**config.mk**
```make
export PLATFORM = sky130hd
export DESIGN_NAME = iosd_decoder
export DESIGN_NICKNAME = d
export VERILOG_FILES = /design/src/rtl/iosd_pkg.sv /design/src/rtl/iosd_decoder.sv
export SDC_FILE = /design/constraint.sdc
export NUM_CORES = 1
export LEC_CHECK = 0
export BUFFER_PORTS_ARGS = -buffer_cell sky130_fd_sc_hd__clkbuf_2
export CAP_MARGIN = 20
export CORE_AREA = 2 2 253 255
export CTS_BUF_LIST = sky130_fd_sc_hd__clkbuf_4
export DETAILED_ROUTE_END_ITERATION = 10
export DIE_AREA = 0 0 255 257
export GPL_TIMING_DRIVEN = 1
export HOLD_SLACK_MARGIN = 0.03
export PLACE_DENSITY = 0.4
export SLEW_MARGIN = 10
export SYNTH_ARGS = -nofsm -noshare
export SYNTH_HDL_FRONTEND = slang
export SYNTH_SLANG_ARGS = --single-unit
```
**constraint.sdc**
```tcl
create_clock -name clock -period 7.87 [get_ports clock]
set_clock_uncertainty 0.1 [all_clocks]
set_input_delay 0.3935 -clock clock [delete_from_list [all_inputs] [get_ports clock]]
set_output_delay 0.3935 -clock clock [all_outputs]
set_load 0.01 [all_outputs]
```
**src/rtl/iosd_pkg.sv**
```systemverilog
// I/O space decoder package: offsets, masks, opcodes and carriers.
// Assumes a single core clock domain and an 8-bit register space.
package iosd_pkg;

  // Address space limits
  localparam logic [15:0] IOSD_IO_TOP = 16'h003f;
  localparam logic [15:0] IOSD_BIT_TOP = 16'h001f;
  localparam logic [15:0] IOSD_MIRROR_OFS = 16'h0020;
  localparam logic [15:0] IOSD_EXT_LO = 16'h0060;
  localparam logic [15:0] IOSD_EXT_HI = 16'h00ff;
  localparam int IOSD_SPAN = 64;

  // Register offsets in I/O space
  localparam logic [5:0] IOSD_PORT_A_PIN_INPUT = 6'h00;
  localparam logic [5:0] IOSD_PORT_A_DIRECTION = 6'h01;
  localparam logic [5:0] IOSD_PORT_A_OUTPUT = 6'h02;
  localparam logic [5:0] IOSD_PORT_B_PIN_INPUT = 6'h03;
  localparam logic [5:0] IOSD_PORT_B_DIRECTION = 6'h04;
  localparam logic [5:0] IOSD_PORT_B_OUTPUT = 6'h05;
  localparam logic [5:0] IOSD_PORT_PULLUP_BREAKBEFORE_CTRL = 6'h12;
  localparam logic [5:0] IOSD_TIMER8_FLAGS = 6'h15;
  localparam logic [5:0] IOSD_TIMER16_FLAGS = 6'h16;
  localparam logic [5:0] IOSD_PIN_CHANGE_FLAGS = 6'h1b;
  localparam logic [5:0] IOSD_EXT_IRQ_FLAGS = 6'h1c;
  localparam logic [5:0] IOSD_EXT_IRQ_MASK = 6'h1d;
  localparam logic [5:0] IOSD_GENERAL_SCRATCH_ZERO = 6'h1e;
  localparam logic [5:0] IOSD_NVM_DATA = 6'h20;
  localparam logic [5:0] IOSD_NVM_ADDRESS_LOW = 6'h21;
  localparam logic [5:0] IOSD_NVM_ADDRESS_HIGH = 6'h22;
  localparam logic [5:0] IOSD_TIMER_PRESCALER_SYNC_CTRL = 6'h23;
  localparam logic [5:0] IOSD_TIMER8_CONTROL_A = 6'h25;
  localparam logic [5:0] IOSD_TIMER8_CONTROL_B = 6'h26;
  localparam logic [5:0] IOSD_TIMER8_COUNT = 6'h27;
  localparam logic [5:0] IOSD_TIMER8_COMPARE = 6'h28;
  localparam logic [5:0] IOSD_GENERAL_SCRATCH_ONE = 6'h2a;
  localparam logic [5:0] IOSD_GENERAL_SCRATCH_TWO = 6'h2b;
  localparam logic [5:0] IOSD_SERIAL_PERIPH_CONTROL = 6'h2c;
  localparam logic [5:0] IOSD_SERIAL_PERIPH_STATUS = 6'h2d;
  localparam logic [5:0] IOSD_SERIAL_PERIPH_DATA = 6'h2e;
  localparam logic [5:0] IOSD_COMPARATOR_CTRL_STATUS = 6'h30;
  localparam logic [5:0] IOSD_DEBUG_LINK_DATA = 6'h31;
  localparam logic [5:0] IOSD_SLEEP_CONTROL = 6'h33;

  // Field masks of implemented bits
  localparam logic [7:0] IOSD_FULL = 8'hff;
  localparam logic [7:0] IOSD_NONE = 8'h00;
  localparam logic [7:0] IOSD_PORT_PULLUP_BREAKBEFORE_CTRL_RW = 8'h33;
  localparam logic [7:0] IOSD_T8_FLAGS = 8'h03;
  localparam logic [7:0] IOSD_T16_FLAGS = 8'h27;
  localparam logic [7:0] IOSD_PAIR_FLAGS = 8'h03;
  localparam logic [7:0] IOSD_NVM_HIGH_RW = 8'h01;
  localparam logic [7:0] IOSD_TIMER_PRESCALER_SYNC_CTRL_RW = 8'h83;
  localparam logic [7:0] IOSD_TCCRA_RW = 8'hc3;
  localparam logic [7:0] IOSD_TCCRB_RW = 8'h07;
  localparam logic [7:0] IOSD_SERIAL_PERIPH_STATUS_RW = 8'h01;
  localparam logic [7:0] IOSD_COMPARATOR_CTRL_STATUS_RW = 8'hcf;
  localparam logic [7:0] IOSD_COMPARATOR_CTRL_STATUS_FLAG = 8'h10;
  localparam logic [7:0] IOSD_SLEEP_CONTROL_RW = 8'h07;
  localparam logic [7:0] IOSD_RESET_VAL = 8'h00;
  // Bit positions of read-only status and of the comparator flag
  localparam int IOSD_SERIAL_PERIPH_STATUS_FLAG_LSB = 6;
  localparam int IOSD_ACO_BIT = 5;
  localparam int IOSD_ACI_BIT = 4;

  // Core access kinds
  typedef enum logic [2:0] {
    IOSD_OP_IN = 3'h0,
    IOSD_OP_OUT = 3'h1,
    IOSD_OP_LOAD = 3'h2,
    IOSD_OP_STORE = 3'h3,
    IOSD_OP_SET_BIT = 3'h4,
    IOSD_OP_CLR_BIT = 3'h5,
    IOSD_OP_SKIP_SET = 3'h6,
    IOSD_OP_SKIP_CLR = 3'h7
  } iosd_op_t;

  typedef enum logic [1:0] {
    IOSD_ST_IDLE = 2'b00,
    IOSD_ST_EXT = 2'b01
  } iosd_state_t;

  typedef struct packed {
    logic valid;
    iosd_op_t op;
    logic [15:0] addr;
    logic [2:0] bit_sel;
    logic [7:0] wdata;
  } iosd_req_t;

  typedef struct packed {
    logic valid;
    logic refused;
    logic skip;
    logic [7:0] rdata;
  } iosd_rsp_t;

  typedef struct packed {
    logic valid;
    logic write;
    logic [7:0] addr;
    logic [7:0] wdata;
  } iosd_ext_t;

  typedef struct packed {
    logic [1:0] t8;
    logic [3:0] t16;
    logic [1:0] pc;
    logic [1:0] irq;
    logic aci;
  } iosd_evt_t;

  typedef struct packed {
    logic [7:0] pin_a;
    logic [7:0] pin_b;
    logic [1:0] spi_flags;
    logic comp_out;
  } iosd_sts_t;

  typedef struct packed {
    logic [7:0] dir_a;
    logic [7:0] out_a;
    logic [7:0] dir_b;
    logic [7:0] out_b;
  } iosd_port_t;

endpackage

```
**src/rtl/iosd_decoder.sv**
```systemverilog
// I/O space decoder and lower register map for the core's peripherals.
// Assumes the core drives one request per cycle, synchronous to clock.
`timescale 1ns/1ns
module iosd_decoder
  import iosd_pkg::*;
(
  input wire logic clock,
  input wire logic rst_b,
  input wire iosd_req_t req,
  input wire iosd_evt_t evt,
  input wire iosd_sts_t sts,
  input wire logic [7:0] ext_rdata,
  output iosd_rsp_t rsp_q,
  output iosd_ext_t ext_q,
  output logic ready_q,
  output iosd_port_t port_q,
  output logic [IOSD_SPAN*8-1:0] io_image
);

  ////////////////////////////////////////////////////////////////////////
  // Per-address field decode

  // Bits that software may read and write
  function automatic logic [7:0] rw_mask(input logic [5:0] a);
    case (a)
      IOSD_PORT_A_DIRECTION, IOSD_PORT_A_OUTPUT, IOSD_PORT_B_DIRECTION,
      IOSD_PORT_B_OUTPUT, IOSD_GENERAL_SCRATCH_ZERO, IOSD_NVM_DATA,
      IOSD_NVM_ADDRESS_LOW, IOSD_TIMER8_COUNT, IOSD_TIMER8_COMPARE,
      IOSD_GENERAL_SCRATCH_ONE, IOSD_GENERAL_SCRATCH_TWO,
      IOSD_SERIAL_PERIPH_CONTROL, IOSD_SERIAL_PERIPH_DATA,
      IOSD_DEBUG_LINK_DATA: rw_mask = IOSD_FULL;
      IOSD_PORT_PULLUP_BREAKBEFORE_CTRL: rw_mask = IOSD_PORT_PULLUP_BREAKBEFORE_CTRL_RW;
      IOSD_EXT_IRQ_MASK: rw_mask = IOSD_PAIR_FLAGS;
      IOSD_NVM_ADDRESS_HIGH: rw_mask = IOSD_NVM_HIGH_RW;
      IOSD_TIMER_PRESCALER_SYNC_CTRL: rw_mask = IOSD_TIMER_PRESCALER_SYNC_CTRL_RW;
      IOSD_TIMER8_CONTROL_A: rw_mask = IOSD_TCCRA_RW;
      IOSD_TIMER8_CONTROL_B: rw_mask = IOSD_TCCRB_RW;
      IOSD_SERIAL_PERIPH_STATUS: rw_mask = IOSD_SERIAL_PERIPH_STATUS_RW;
      IOSD_COMPARATOR_CTRL_STATUS: rw_mask = IOSD_COMPARATOR_CTRL_STATUS_RW;
      IOSD_SLEEP_CONTROL: rw_mask = IOSD_SLEEP_CONTROL_RW;
      default: rw_mask = IOSD_NONE;
    endcase
  endfunction

  // Hardware-set flags that clear on a written one
  function automatic logic [7:0] w1c_mask(input logic [5:0] a);
    case (a)
      IOSD_TIMER8_FLAGS: w1c_mask = IOSD_T8_FLAGS;
      IOSD_TIMER16_FLAGS: w1c_mask = IOSD_T16_FLAGS;
      IOSD_PIN_CHANGE_FLAGS, IOSD_EXT_IRQ_FLAGS: w1c_mask = IOSD_PAIR_FLAGS;
      IOSD_COMPARATOR_CTRL_STATUS: w1c_mask = IOSD_COMPARATOR_CTRL_STATUS_FLAG;
      default: w1c_mask = IOSD_NONE;
    endcase
  endfunction

  // Flag events routed to their register
  function automatic logic [7:0] hw_set(input logic [5:0] a,
                                        input iosd_evt_t e);
    case (a)
      IOSD_TIMER8_FLAGS: hw_set = {6'h00, e.t8};
      IOSD_TIMER16_FLAGS: hw_set = {2'h0, e.t16[3], 2'h0, e.t16[2:0]};
      IOSD_PIN_CHANGE_FLAGS: hw_set = {6'h00, e.pc};
      IOSD_EXT_IRQ_FLAGS: hw_set = {6'h00, e.irq};
      IOSD_COMPARATOR_CTRL_STATUS: hw_set = {3'h0, e.aci, 4'h0};
      default: hw_set = IOSD_NONE;
    endcase
  endfunction

  // Read-only status bits from outside the bank
  function automatic logic [7:0] ro_bits(input logic [5:0] a,
                                         input iosd_sts_t s);
    ro_bits = IOSD_NONE;
    case (a)
      IOSD_PORT_A_PIN_INPUT: ro_bits = s.pin_a;
      IOSD_PORT_B_PIN_INPUT: ro_bits = s.pin_b;
      IOSD_SERIAL_PERIPH_STATUS:
        ro_bits[IOSD_SERIAL_PERIPH_STATUS_FLAG_LSB +: 2] = s.spi_flags;
      IOSD_COMPARATOR_CTRL_STATUS: ro_bits[IOSD_ACO_BIT] = s.comp_out;
      default: ro_bits = IOSD_NONE;
    endcase
  endfunction

  ////////////////////////////////////////////////////////////////////////
  // Request decode

  logic [7:0] regs_q [IOSD_SPAN];
  logic [7:0] regs_d [IOSD_SPAN];
  logic [7:0] rd_arr [IOSD_SPAN];
  iosd_state_t state_q;
  iosd_state_t state_d;

  wire logic take = req.valid & ready_q;
  wire logic op_io = (req.op == IOSD_OP_IN) | (req.op == IOSD_OP_OUT);
  wire logic op_ds = (req.op == IOSD_OP_LOAD) | (req.op == IOSD_OP_STORE);
  wire logic op_bit = (req.op == IOSD_OP_SET_BIT) |
                      (req.op == IOSD_OP_CLR_BIT);
  wire logic op_skip = (req.op == IOSD_OP_SKIP_SET) |
                       (req.op == IOSD_OP_SKIP_CLR);
  wire logic op_wr = (req.op == IOSD_OP_OUT) | (req.op == IOSD_OP_STORE) |
                     op_bit;
  // Direct I/O window
  wire logic io_ok = op_io & (req.addr <= IOSD_IO_TOP);
  // Bit-addressable window
  wire logic bit_ok = (op_bit | op_skip) &
                      (req.addr <= IOSD_BIT_TOP);
  // Data-space mirror of the I/O window
  wire logic mir_hit = op_ds & (req.addr >= IOSD_MIRROR_OFS) &
                       (req.addr < IOSD_EXT_LO);
  // Extended region, data-space kinds only
  wire logic ext_hit = op_ds & (req.addr >= IOSD_EXT_LO) &
                       (req.addr <= IOSD_EXT_HI);
  wire logic io_hit = io_ok | bit_ok | mir_hit;
  wire logic [15:0] mir_addr = req.addr - IOSD_MIRROR_OFS;
  wire logic [5:0] idx = mir_hit ? mir_addr[5:0] : req.addr[5:0];
  wire logic [7:0] bit_1h = 8'h01 << req.bit_sel;
  // Bit operations touch one lane only
  wire logic [7:0] wmask = op_bit ? bit_1h : IOSD_FULL;
  wire logic [7:0] wval = (req.op == IOSD_OP_SET_BIT) ? bit_1h :
                          (req.op == IOSD_OP_CLR_BIT) ? IOSD_NONE :
                          req.wdata;
  wire logic wr_hit = take & io_hit & op_wr;
  wire logic [7:0] rd_val = rd_arr[idx];
  wire logic bit_val = rd_val[req.bit_sel];
  wire logic skip_res = (req.op == IOSD_OP_SKIP_SET) ? bit_val :
                        ~bit_val;

  ////////////////////////////////////////////////////////////////////////
  // Register bank next state

  // Write, flag clear and flag set per location; set wins over clear
  always_comb begin
    logic [7:0] wr;
    logic [7:0] rwm;
    logic [7:0] w1m;
    wr = IOSD_NONE;
    rwm = IOSD_NONE;
    w1m = IOSD_NONE;
    for (int i = 0; i < IOSD_SPAN; i++) begin
      rwm = rw_mask(6'(i));
      w1m = w1c_mask(6'(i));
      wr = (wr_hit && idx == 6'(i)) ? wmask : IOSD_NONE;
      regs_d[i] = (regs_q[i] & ~(wr & rwm)) | (wval & wr & rwm);
      regs_d[i] = regs_d[i] & ~(wr & wval & w1m);
      regs_d[i] = (regs_d[i] | hw_set(6'(i), evt)) & (rwm | w1m);
      rd_arr[i] = (regs_q[i] & (rwm | w1m)) | ro_bits(6'(i), sts);
      io_image[i*8 +: 8] = regs_q[i];
    end
  end

  // Bank storage
  always_ff @(posedge clock) begin
    for (int i = 0; i < IOSD_SPAN; i++) begin
      regs_q[i] <= rst_b ? regs_d[i] : IOSD_RESET_VAL;
    end
  end

  ////////////////////////////////////////////////////////////////////////
  // Extended access sequencing

  // One wait cycle while the extended region answers
  always_comb begin
    case (state_q)
      IOSD_ST_IDLE: state_d = (take & ext_hit) ? IOSD_ST_EXT : IOSD_ST_IDLE;
      IOSD_ST_EXT: state_d = IOSD_ST_IDLE;
      default: state_d = IOSD_ST_IDLE;
    endcase
  end

  // State, ready and extended strobe
  always_ff @(posedge clock) begin
    if (!rst_b) begin
      state_q <= IOSD_ST_IDLE;
      ready_q <= 1'b0;
      ext_q <= '0;
    end else begin
      state_q <= state_d;
      ready_q <= (state_d == IOSD_ST_IDLE);
      ext_q.valid <= take & ext_hit;
      ext_q.write <= req.op == IOSD_OP_STORE;
      ext_q.addr <= req.addr[7:0];
      ext_q.wdata <= req.wdata;
    end
  end

  ////////////////////////////////////////////////////////////////////////
  // Answer to the core

  // Reads of reserved space return zero via the masks
  always_ff @(posedge clock) begin
    if (!rst_b) begin
      rsp_q <= '0;
    end else if (state_q == IOSD_ST_EXT) begin
      rsp_q.valid <= 1'b1;
      rsp_q.refused <= 1'b0;
      rsp_q.skip <= 1'b0;
      rsp_q.rdata <= ext_q.write ? IOSD_NONE : ext_rdata;
    end else begin
      rsp_q.valid <= take & ~ext_hit;
      rsp_q.refused <= take & ~io_hit & ~ext_hit;
      rsp_q.skip <= take & bit_ok & op_skip & skip_res;
      rsp_q.rdata <= (take & io_hit & ~op_wr & ~op_skip) ? rd_val :
                     IOSD_NONE;
    end
  end

  // Port drive image
  always_ff @(posedge clock) begin
    port_q.dir_a <= rst_b ? regs_d[IOSD_PORT_A_DIRECTION] : IOSD_RESET_VAL;
    port_q.out_a <= rst_b ? regs_d[IOSD_PORT_A_OUTPUT] : IOSD_RESET_VAL;
    port_q.dir_b <= rst_b ? regs_d[IOSD_PORT_B_DIRECTION] : IOSD_RESET_VAL;
    port_q.out_b <= rst_b ? regs_d[IOSD_PORT_B_OUTPUT] : IOSD_RESET_VAL;
  end

  ////////////////////////////////////////////////////////////////////////
  // Checks

  // Snapshot of the request for multi-cycle checks
  logic [5:0] h_idx_q;
  logic [7:0] h_rd_q;
  logic [7:0] h_keep_q;
  logic [7:0] h_flag_q;
  logic [7:0] h_set_q;
  logic [7:0] h_w1z_q;
  always_ff @(posedge clock) begin
    h_idx_q <= idx;
    h_set_q <= hw_set(idx, evt);
    h_w1z_q <= rd_arr[idx] & w1c_mask(idx) & ~(wval & wmask);
    h_rd_q <= rd_val;
    h_keep_q <= rd_arr[idx] & ~wmask & rw_mask(idx);
    h_flag_q <= wval & wmask & w1c_mask(idx) & ~hw_set(idx, evt);
  end
endmodule // iosd_decoder

```
==> summary.txt, run 1 <==
RUN STATUS
----------------------------------------------------------------------------------------------------
Outcome                                                                                 finished, final reports clean

PLACED DESIGN
----------------------------------------------------------------------------------------------------
Post-DP Area                                                                              0.0130 mm²
Estimated wirelength of the detail-placed design                                            40200 µm
Worst slack at placement                                                                     3.85 ns
RD Place Congestion                                                                            0.868
Port Buffers                                                                                     282

FLOORPLANNING
----------------------------------------------------------------------------------------------------
Die Outline Area                                                                          0.0655 mm²
I/O pin total                                                                                    645
Floorplan die height                                                                          257 µm
Die X-Extent                                                                                  255 µm
Starting utilization of the core area                                                          0.197
Standard-cell rows                                                                                92
Core area                                                                                 0.0627 mm²

WORST SETUP PATH
----------------------------------------------------------------------------------------------------
Cells traversed along the worst timing path                                             dlygate4sd3_1 -> clkbuf_2 -> or4bb_1 -> or3_1 -> nand2_2 -> mux2_2 -> o21ai_0 -> a22oi_1 -> dlygate4sd3_1 -> nor2b_1 -> dlygate4sd3_1
Delay of the slowest cell on the worst path                                                  0.63 ns
Slowest library cell on the worst path                                                  sky130_fd_sc_hd__dlygate4sd3_1
Type of the worst setup path                                                                  in2reg
Cells on worst reg2reg path                                                                        9
Worst-path fanout max                                                                             13
Most prevalent standard cell on the critical path                                       sky130_fd_sc_hd__dlygate4sd3_1
Kind of cell with the highest combined delay on the critical path                       buffers and inverters
Endpoint class of the critical path                                                             flop
Worst reg2reg setup slack                                                                    4.47 ns
Number of buffer and inverter stages on the critical path                                          4
Worst endpoint required time                                                                 8.48 ns
End of the worst register-to-register path                                                  rsp_q[7]
Worst endpoint data arrival time                                                             4.90 ns
Nature of the critical path startpoint                                                    input port

GLOBAL ROUTING
----------------------------------------------------------------------------------------------------
Global route overflow                                                                              0
Layer with the highest usage                                                                    met2
Antenna violations before repair                                                                   9
Wire length of the first global-routing pass                                                70500 µm
Global-route met3 utilization                                                                 0.0421
Total Routing Usage GR                                                                         0.154
Maximum number of pins on one net before global-route repair                                     119
Met1 capacity usage during global routing                                                      0.202
Via count of the first global-routing pass                                                      8962
Global-route track usage on met2                                                               0.245

LOGIC SYNTHESIS
----------------------------------------------------------------------------------------------------
Sequential fraction of the synthesis area                                                      0.294
Ys flop type                                                                            sky130_fd_sc_hd__dfxtp_1
Number of library cell types mapped by synthesis                                                  73
Warnings from Yosys                                                                                0
Synthesized cell area                                                                     0.0123 mm²
Avg Inst Size Synth                                                                         8.72 µm²
Fraction of registers with async set/reset                                                         0
Post-synth EDFFs                                                                                   0
Post-synthesis instance total                                                                   1414
Yosys reg bits                                                                                   181

CLOCK TREE
----------------------------------------------------------------------------------------------------
Clock-pin slew reported for the worst setup and hold paths after clock tree synthesis        0.19 ns
Total clock buffers created by CTS                                                                17
H-tree levels                                                                                      4
Longest Clk Path Bufs                                                                              2
Worst-skew pair later-pin latency                                                            0.77 ns
Root Buffer                                                                             sky130_fd_sc_hd__clkbuf_4
CTS tree                                                                                       built
Sink Count                                                                                       181
Post-CTS Setup Inserts                                                                             0

LAYOUT
----------------------------------------------------------------------------------------------------
Area delta synth->final                                                                        12.8%
Non-Filler Cell Area, Final                                                               0.0139 mm²
Number of nets at the end of the flow                                                           1752
Share of post-route cells with drive strength above 1                                          0.233

ROUTE
----------------------------------------------------------------------------------------------------
Average wire length per cell after detail routing                                            20.6 µm
Remaining design rule violation count                                                              0
Sum of routed wire length over all layers                                                   52300 µm
Number of nets with antenna violations after detailed routing                                      0
Vias                                                                                            9923
Drt pass-1 iters                                                                                   5
First-iteration detailed-routing DRC count                                                       615
Via-to-Cell Ratio                                                                               3.90

TIMING
----------------------------------------------------------------------------------------------------
Hold violation total from the final report                                                         0
Setup repair after global routing missed its margin                                               no
Final worst path period share                                                                  0.546
Setup WS post-layout                                                                         3.58 ns
Count of pins over their slew limit                                                                0
Worst-margin pin slew                                                                        1.15 ns
Worst slew margin relative to its limit                                                        0.234
Setup total negative slack                                                                      0 ns
Time the final worst path needs with I/O delays and setup                                    4.29 ns
Number of endpoints failing setup at the final stage                                               0
F_max                                                                                        233 MHz

MIN PATH
----------------------------------------------------------------------------------------------------
Min-Delay Path Depth                                                                               5
HP Class                                                                                      in2reg
Worst hold path endpoint                                                                regs_q[34][0]
Worst min-delay path startpoint                                                              req[11]

JOB
----------------------------------------------------------------------------------------------------
Count of max-cap constraint violations                                                             0

PWR
----------------------------------------------------------------------------------------------------
Leak Pwr                                                                                     6.31 nW
Largest vdd supply drop                                                                   0.000106 V
Overall power                                                                                1.82 mW
Power density over cell area                                                              131 mW/mm²

==> cells in the mapped netlist, types with 10 or more instances <==
| master | count | area (µm²) |
|---|---|---|
| sky130_fd_sc_hd__o21a_1 | 15 | 113 |
| sky130_fd_sc_hd__nor3_1 | 10 | 50.1 |
| sky130_fd_sc_hd__a21boi_0 | 39 | 293 |
| sky130_fd_sc_hd__nand3_1 | 35 | 175 |
| sky130_fd_sc_hd__o211ai_1 | 10 | 75.1 |
| sky130_fd_sc_hd__dfxtp_1 | 181 | 3620 |
| sky130_fd_sc_hd__mux2_2 | 22 | 248 |
| sky130_fd_sc_hd__nand2_1 | 77 | 289 |
| sky130_fd_sc_hd__buf_4 | 395 | 2970 |
| sky130_fd_sc_hd__buf_2 | 12 | 60.1 |
| sky130_fd_sc_hd__nor2_1 | 57 | 214 |
| sky130_fd_sc_hd__nor2b_1 | 115 | 719 |
| sky130_fd_sc_hd__a22oi_1 | 14 | 105 |
| sky130_fd_sc_hd__and2_1 | 26 | 163 |
| sky130_fd_sc_hd__mux2i_1 | 113 | 1130 |
| sky130_fd_sc_hd__clkbuf_1 | 56 | 210 |
| sky130_fd_sc_hd__a21oi_1 | 23 | 115 |
| sky130_fd_sc_hd__o21ai_0 | 50 | 250 |
==> cell type report <==
type,instances,area (µm²)
diodes,5,12.5
clock buffers,18,135
clock inverters,13,119
fillers,7007,48800
inverters,8,30.0
multi-input cells,1113,6750
flip-flops and latches,181,3620
well taps,846,1060
repair buffers,360,2170
==> placed cells by master, fill, tap and decap left out, types with 39 or more instances in the layout <==
| master | count |
|---|---|
| sky130_fd_sc_hd__a21boi_0 | 39 |
| sky130_fd_sc_hd__clkbuf_2 | 280 |
| sky130_fd_sc_hd__conb_1 | 362 |
| sky130_fd_sc_hd__dfxtp_1 | 181 |
| sky130_fd_sc_hd__dlygate4sd3_1 | 58 |
| sky130_fd_sc_hd__mux2i_1 | 113 |
| sky130_fd_sc_hd__nand2_1 | 77 |
| sky130_fd_sc_hd__nor2_1 | 57 |
| sky130_fd_sc_hd__nor2b_1 | 115 |
| sky130_fd_sc_hd__o21ai_0 | 50 |
==> worst max path at each step <==
stage	from	to	slack (ns)	depth (start not counted)
6_report	req[29]	rsp_q[4]	3.58	11
3_5_place_dp	req[22]	flop	3.85	9
5_1_grt	req[18]	rsp_q[4]	3.44	11
4_1_cts	req[29]	rsp_q[4]	3.70	11
2_1_floorplan	req[22]	rsp_q[8]	4.85	10
3_3_place_gp	req[22]	flop	3.88	9
==> worst register-to-register path, cell delays in order, from the launching register on <==
cell	delay, ns
sky130_fd_sc_hd__dfxtp_1	0.43
sky130_fd_sc_hd__mux2i_1	0.12
sky130_fd_sc_hd__o21ai_0	0.36
sky130_fd_sc_hd__nand3_1	0.18
sky130_fd_sc_hd__a211oi_1	0.48
sky130_fd_sc_hd__or3_1	0.30
sky130_fd_sc_hd__a22oi_1	0.10
sky130_fd_sc_hd__dlygate4sd3_1	0.63
sky130_fd_sc_hd__nor2b_1	0.10
sky130_fd_sc_hd__dlygate4sd3_1	0.54
==> per-stage QoR <==
| stage | hold slack (ns) | util | std cells |
|---|---|---|---|
| after floorplan | 0.355 | - | 1775 |
| after global placement | 0.379 | 0.207 | 2447 |
| after detailed placement | 0.380 | 0.207 | 2447 |
| after CTS | 0.0887 | 0.221 | 2536 |
| after global routing | 0.170 | 0.222 | 2542 |
| final | 0.187 | 0.222 | 2544 |
==> logic make-up (layout without fill, tap and decap cells) <==
group           count (synthesis)  after routing  share of synthesized area
flops                         181            181                      0.294
buf+inv                       481            399                      0.269
mux                           144            144                      0.128
compound gates                219            219                      0.127
other cells                     1            367                   0.000304
simple gates                  388            388                      0.182
==> power by group <==
part / switching [mW] / total, mW / internal, mW / leakage [nW]
registers: 0.00651 / 0.933 / 0.926 / 1.47
clock network: 0.408 / 0.545 / 0.137 / 0.128
logic: 0.248 / 0.339 / 0.0917 / 4.71
==> what timing repair did <==
| item | in CTS | in global routing |
|---|---|---|
| gates resized for setup | 0 | 0 |
| endpoints found under the setup margin | 0 | 0 |
| endpoints found under the hold margin | 74 | 0 |
| hold buffers | 58 | 0 |
==> metal layers <==
metal	part of all wire	vias up
met5	0.0011	-
li1	-	4608
met4	0.020	8
met2	0.47	447
met1	0.44	4809
met3	0.064	51
No activity file was read; power rests on OpenSTA's default activity.
==> run 2: changes to the inputs <==
--- a/config.mk
+++ b/config.mk
@@ -7,13 +7,13 @@
 export LEC_CHECK = 0
 export BUFFER_PORTS_ARGS = -buffer_cell sky130_fd_sc_hd__clkbuf_2
 export CAP_MARGIN = 20
-export CORE_AREA = 2 2 253 255
+export CORE_AREA = 2 2 248 250
 export CTS_BUF_LIST = sky130_fd_sc_hd__clkbuf_4
 export DETAILED_ROUTE_END_ITERATION = 10
-export DIE_AREA = 0 0 255 257
+export DIE_AREA = 0 0 250 252
 export GPL_TIMING_DRIVEN = 1
 export HOLD_SLACK_MARGIN = 0.03
-export PLACE_DENSITY = 0.4
+export PLACE_DENSITY = 0.42
 export SLEW_MARGIN = 10
 export SYNTH_ARGS = -nofsm -noshare
 export SYNTH_HDL_FRONTEND = slang
==> constraint.sdc (replaced) <==
create_clock -name clock -period 4.15 [get_ports clock]
set_clock_uncertainty 0.1 [all_clocks]
set_input_delay 0.2075 -clock clock [delete_from_list [all_inputs] [get_ports clock]]
set_output_delay 0.2075 -clock clock [all_outputs]
set_load 0.01 [all_outputs]
==> summary.txt, run 2 (synthesis gave the netlist of run 1 again) <==
TIMING
----------------------------------------------------------------------------------------------------
Final hold slack                                                                            0.110 ns
Number of endpoints failing setup at the final stage                                               0
Setup repair after global routing missed its margin                                               no
Worst-margin pin slew                                                                        1.19 ns
Worst slew margin relative to its limit                                                        0.199
Final worst path period share                                                                  0.888
Hold violation total from the final report                                                         0
F_max                                                                                        271 MHz
Time the final worst path needs with I/O delays and setup                                    3.68 ns
Setup total negative slack                                                                      0 ns
Count of pins over their slew limit                                                                0

CLOCK TREE
----------------------------------------------------------------------------------------------------
Root Buffer                                                                             sky130_fd_sc_hd__clkbuf_4
Number of hold-repair buffers added at the cts stage                                              52
Clock-pin slew reported for the worst setup and hold paths after clock tree synthesis        0.15 ns
CTS tree                                                                                       built
Total clock buffers created by CTS                                                                17
Worst-skew pair later-pin latency                                                            0.70 ns
Number of cells upsized or downsized after cts                                                     0
Sink Count                                                                                       181
Longest Clk Path Bufs                                                                              2
Post-CTS Setup Inserts                                                                             0
H-tree levels                                                                                      4

FLOORPLANNING
----------------------------------------------------------------------------------------------------
Die Outline Area                                                                          0.0630 mm²
Floorplan die height                                                                          252 µm
Standard-cell rows                                                                                90
Core area                                                                                 0.0601 mm²
I/O pin total                                                                                    645
Starting utilization of the core area                                                          0.205
Die X-Extent                                                                                  250 µm

PWR
----------------------------------------------------------------------------------------------------
Leak Pwr                                                                                     6.41 nW
Largest vdd supply drop                                                                   0.000179 V
Overall power                                                                                3.59 mW
Power density over cell area                                                              257 mW/mm²

LAYOUT
----------------------------------------------------------------------------------------------------
Most common cell after layout, fill and taps aside                                      sky130_fd_sc_hd__conb_1
Area delta synth->final                                                                        13.2%
Number of nets at the end of the flow                                                           1764
Final cell count without fillers                                                                2490
Share of post-route cells with drive strength above 1                                          0.242
Most frequent cells in the layout                                                       sky130_fd_sc_hd__conb_1, sky130_fd_sc_hd__clkbuf_2, sky130_fd_sc_hd__dfxtp_1

RUN STATUS
----------------------------------------------------------------------------------------------------
Outcome                                                                                 finished, final reports clean

GLOBAL ROUTING
----------------------------------------------------------------------------------------------------
Global route overflow                                                                              0
Wire length of the first global-routing pass                                                68000 µm
Maximum number of pins on one net before global-route repair                                      71
Antenna violations before repair                                                                   6
Via count of the first global-routing pass                                                      8968
Total Routing Usage GR                                                                         0.152

WORST SETUP PATH
----------------------------------------------------------------------------------------------------
Worst endpoint required time                                                                 4.67 ns
Nature of the critical path startpoint                                                    input port
Worst endpoint data arrival time                                                             4.21 ns
Type of the worst setup path                                                                  in2reg
Worst-path fanout max                                                                             13
Endpoint class of the critical path                                                             flop

ROUTE
----------------------------------------------------------------------------------------------------
Average wire length per cell after detail routing                                            20.1 µm
Remaining design rule violation count                                                              0
Drt pass-1 iters                                                                                   5
Vias                                                                                            9887
Via-to-Cell Ratio                                                                               3.97
First-iteration detailed-routing DRC count                                                       585
Number of nets with antenna violations after detailed routing                                      0
Sum of routed wire length over all layers                                                   50000 µm

MIN PATH
----------------------------------------------------------------------------------------------------
HP Class                                                                                      in2reg

PLACED DESIGN
----------------------------------------------------------------------------------------------------
Cell count after placement                                                                      2403
RD Place Congestion                                                                            0.820
Port Buffers                                                                                     282
Estimated wirelength of the detail-placed design                                            39500 µm

JOB
----------------------------------------------------------------------------------------------------
Count of max-cap constraint violations                                                             0

==> run 2: through the flow <==
stage	setup slack, ns	util	instance area (µm²)
after floorplan	1.32	-	13700
after global placement	0.0441	0.218	13100
after detailed placement	0.235	0.218	13100
after CTS	0.655	0.232	13900
after global routing	0.473	0.232	14000
final	0.466	0.232	14000
==> run 2: report_power, final <==
group	internal [mW]	switching, mW	leakage (nW)
Sequential	1.76	0.0126	1.47
Clock	0.385	0.776	0.165
Combinational	0.183	0.475	4.78
==> run 2: path summary, 6_finish.rpt <==
kind,startpoint,end,slack (ns),cells past startpoint
hold / removal,req[20],rsp_q[8],0.11,4
hold reg to reg,flop,flop,0.40,2
setup / recovery,req[18],rsp_q[4],0.47,10
setup reg to reg,ready_q,regs_q[48][4],0.93,9
==> run 2: final cells by class <==
type / count / area (µm²)
well taps: 782 / 978
clock inverters: 14 / 191
fillers: 6626 / 46200
flip-flops and latches: 181 / 3620
inverters: 8 / 30.0
clock buffers: 17 / 128
repair buffers: 372 / 2250
multi-input cells: 1113 / 6750
diodes: 3 / 7.51
==> run 2: metal layers <==
layer / part of all wire / GRT usage
met1: 0.45 / 0.198
met2: 0.45 / 0.237
met3: 0.080 / 0.0527
met4: 0.021 / 0.0474
met5: 0.00080 / 0
==> run 2: worst max-delay path, cell delays in order <==
cell	delay [ns]
sky130_fd_sc_hd__dlygate4sd3_1	0.54
sky130_fd_sc_hd__clkbuf_2	0.18
sky130_fd_sc_hd__or4bb_1	0.52
sky130_fd_sc_hd__or3_1	0.53
sky130_fd_sc_hd__nand2_2	0.36
sky130_fd_sc_hd__mux2_2	0.40
sky130_fd_sc_hd__o21ai_0	0.61
sky130_fd_sc_hd__a22oi_1	0.16
sky130_fd_sc_hd__nor2b_1	0.13
sky130_fd_sc_hd__dlygate4sd3_1	0.54
==> run 3: changes to the inputs <==
==> config.mk (replaced) <==
export PLATFORM = sky130hd
export DESIGN_NAME = iosd_decoder
export DESIGN_NICKNAME = d
export VERILOG_FILES = /design/src/rtl/iosd_pkg.sv /design/src/rtl/iosd_decoder.sv
export SDC_FILE = /design/constraint.sdc
export NUM_CORES = 1
export LEC_CHECK = 0
export CAP_MARGIN = 40
export CORE_AREA = 2 2 252 254
export CTS_BUF_LIST = sky130_fd_sc_hd__clkbuf_4
export DETAILED_ROUTE_END_ITERATION = 10
export DIE_AREA = 0 0 254 256
export DONT_BUFFER_PORTS = 1
export GPL_TIMING_DRIVEN = 1
export HOLD_SLACK_MARGIN = 0.1
export PLACE_DENSITY = 0.32
export SLEW_MARGIN = 10
export SYNTH_ARGS = -nofsm -noshare
export SYNTH_HDL_FRONTEND = slang
export SYNTH_SLANG_ARGS = --single-unit
==> summary.txt, run 3 (synthesis gave the netlist of run 1 again) <==
TIMING
----------------------------------------------------------------------------------------------------
Worst-margin pin slew                                                                       0.879 ns
Time the final worst path needs with I/O delays and setup                                    4.08 ns
Setup repair after global routing missed its margin                                               no
Final hold slack                                                                            0.199 ns
Number of endpoints failing setup at the final stage                                               0
F_max                                                                                        245 MHz
Worst slew margin relative to its limit                                                        0.412
Setup total negative slack                                                                      0 ns
Final worst path period share                                                                  0.984
Hold violation total from the final report                                                         0
Count of pins over their slew limit                                                                0

LAYOUT
----------------------------------------------------------------------------------------------------
Flip-flop and latch area                                                                 0.00362 mm²
Most frequent cells in the layout                                                       sky130_fd_sc_hd__conb_1, sky130_fd_sc_hd__dfxtp_1, sky130_fd_sc_hd__nor2b_1
Most common cell after layout, fill and taps aside                                      sky130_fd_sc_hd__conb_1
Final cell count without fillers                                                                2319
Area delta synth->final                                                                        5.80%
Number of nets at the end of the flow                                                           1524
Area occupied by multi-input gates                                                       0.00676 mm²
Number of fill cells                                                                            6946
Share of post-route cells with drive strength above 1                                         0.0894

PWR
----------------------------------------------------------------------------------------------------
Share of power burned in the clock network                                                     0.325
Relative contribution of combinational cells to total power                                    0.169
Switching power                                                                              1.32 mW
Portion of total power attributed to sequential cells                                          0.506
Switching share of power                                                                       0.373
Largest vdd supply drop                                                                   0.000203 V
Leak Pwr                                                                                     5.31 nW
Overall power                                                                                3.53 mW
Internal power                                                                               2.21 mW
Power density over cell area                                                              271 mW/mm²

ROUTE
----------------------------------------------------------------------------------------------------
Average wire length per cell after detail routing                                            23.2 µm
Via-to-Cell Ratio                                                                               3.90
Number of nets with antenna violations after detailed routing                                      0
First-iteration detailed-routing DRC count                                                       391
Vias                                                                                            9035
Drt pass-1 iters                                                                                   5
Remaining design rule violation count                                                              0
Sum of routed wire length over all layers                                                   53700 µm

WORST SETUP PATH
----------------------------------------------------------------------------------------------------
Worst endpoint data arrival time                                                             4.71 ns
Nature of the critical path startpoint                                                    input port
Worst reg2reg setup slack                                                                    0.42 ns
End of the worst register-to-register path                                                  rsp_q[6]
Endpoint class of the critical path                                                             flop
Worst endpoint required time                                                                 4.78 ns
Cells on worst reg2reg path                                                                       10
Worst-path fanout max                                                                             18
Type of the worst setup path                                                                  in2reg

MIN PATH
----------------------------------------------------------------------------------------------------
Min-Delay Path Depth                                                                               3
Worst hold path endpoint                                                                    rsp_q[0]
HP Class                                                                                      in2reg
Worst min-delay path startpoint                                                         ext_rdata[0]

PLACED DESIGN
----------------------------------------------------------------------------------------------------
Estimated wirelength of the detail-placed design                                            38600 µm
Cell count after placement                                                                      2181
Port Buffers                                                                                       0
RD Place Congestion                                                                            0.782

GLOBAL ROUTING
----------------------------------------------------------------------------------------------------
Antenna violations before repair                                                                   9
Maximum number of pins on one net before global-route repair                                     181
Total Routing Usage GR                                                                         0.160
Wire length of the first global-routing pass                                                71300 µm
Via count of the first global-routing pass                                                      8239
Global route overflow                                                                              0

FLOORPLANNING
----------------------------------------------------------------------------------------------------
Core area                                                                                 0.0624 mm²
Standard-cell rows                                                                                92
Die Outline Area                                                                          0.0650 mm²
Die X-Extent                                                                                  254 µm
I/O pin total                                                                                    645
Starting utilization of the core area                                                          0.198
Floorplan die height                                                                          256 µm

CLOCK TREE
----------------------------------------------------------------------------------------------------
Worst-skew pair later-pin latency                                                            0.81 ns
H-tree levels                                                                                      4
Clock-pin slew reported for the worst setup and hold paths after clock tree synthesis        0.20 ns
CTS tree                                                                                       built
Total clock buffers created by CTS                                                                17
Number of cells upsized or downsized after cts                                                     0
Root Buffer                                                                             sky130_fd_sc_hd__clkbuf_4
Longest Clk Path Bufs                                                                              2
Sink Count                                                                                       181

RUN STATUS
----------------------------------------------------------------------------------------------------
Outcome                                                                                 finished, final reports clean

JOB
----------------------------------------------------------------------------------------------------
Count of max-cap constraint violations                                                             0

[run 3: changes by cell type in the layout (fill, tap and decap cells not counted), moves of 2 or more]
cell,delta
sky130_fd_sc_hd__diode_2,+4
sky130_fd_sc_hd__inv_8,+5
sky130_fd_sc_hd__buf_2,-2
sky130_fd_sc_hd__buf_4,-4
sky130_fd_sc_hd__dlygate4sd3_1,+45
sky130_fd_sc_hd__bufinv_16,-2
sky130_fd_sc_hd__clkbuf_2,-279
[run 3: worst max-delay path by stage]
stage             from        to  slack (ns)  cells after the start
6_report       req[25]      flop        0.07                     11
5_1_grt        req[25]      flop        0.04                     11
4_1_cts        req[25]      flop        0.14                     11
3_5_place_dp   req[22]  rsp_q[1]        0.46                     10
3_3_place_gp   req[22]  rsp_q[1]        0.47                     10
2_1_floorplan  req[22]  rsp_q[8]        1.32                     10
[run 3: repair_timing]
action | 4_1_cts | 5_1_grt
hold buffers | 100 | 0
hold endpoints to repair | 181 | 0
buffers inserted | 0 | 0
setup endpoints to repair | 0 | 5
[run 3: power groups by stage]
stage	Clock, mW	Sequential (mW)	Combinational (mW)
2_1_floorplan	0	1.81	0.631
3_3_place_gp	0	1.82	0.460
3_5_place_dp	0	1.82	0.461
4_1_cts	1.23	1.79	0.594
5_1_grt	1.30	1.79	0.646
6_report	1.15	1.79	0.596
[run 3: final cells by class]
| cell class | count | share of cell area |
|---|---|---|
| multi-input combinational | 1113 | 0.518 |
| sequential | 181 | 0.278 |
| timing repair buffer | 132 | 0.0972 |
| tap | 846 | 0.0812 |
| clock inverter | 14 | 0.0118 |
| clock buffer | 18 | 0.0104 |
| inverter | 8 | 0.00230 |
| antenna | 7 | 0.00134 |
[run 3: critical path, stage by stage]
cell and delay, ns:
sky130_fd_sc_hd__dlygate4sd3_1 0.52, sky130_fd_sc_hd__or4_1 0.66, sky130_fd_sc_hd__o41a_1 0.58, sky130_fd_sc_hd__nor2_4 0.51
sky130_fd_sc_hd__nor4_4 0.07, sky130_fd_sc_hd__dlygate4sd3_1 0.57, sky130_fd_sc_hd__buf_4 0.23, sky130_fd_sc_hd__nand3_4 0.09
sky130_fd_sc_hd__dlygate4sd3_1 0.91, sky130_fd_sc_hd__mux2i_1 0.25, sky130_fd_sc_hd__nor2b_1 0.06
[run 3: metrics by stage]
| stage | cell area, µm² | setup WS (ns) | util |
|---|---|---|---|
| finish | 13000 | 0.0650 | 0.209 |
| global route | 13000 | 0.0450 | 0.209 |
| floorplan | 13700 | 1.32 | - |
| CTS | 13000 | 0.141 | 0.209 |
| detailed placement | 11700 | 0.461 | 0.188 |
| global placement | 11700 | 0.468 | 0.187 |
[run 3: per-layer routing]
layer / part of all wire / wire (µm) / vias up / global-route usage
met3: 0.081 / 4370 / 30 / 0.0638
met5: 0 / 0 / - / 0
met4: 0.018 / 985 / 0 / 0.0410
met2: 0.46 / 24500 / 389 / 0.247
met1: 0.44 / 23900 / 4452 / 0.207
li1: - / - / 4164 / -
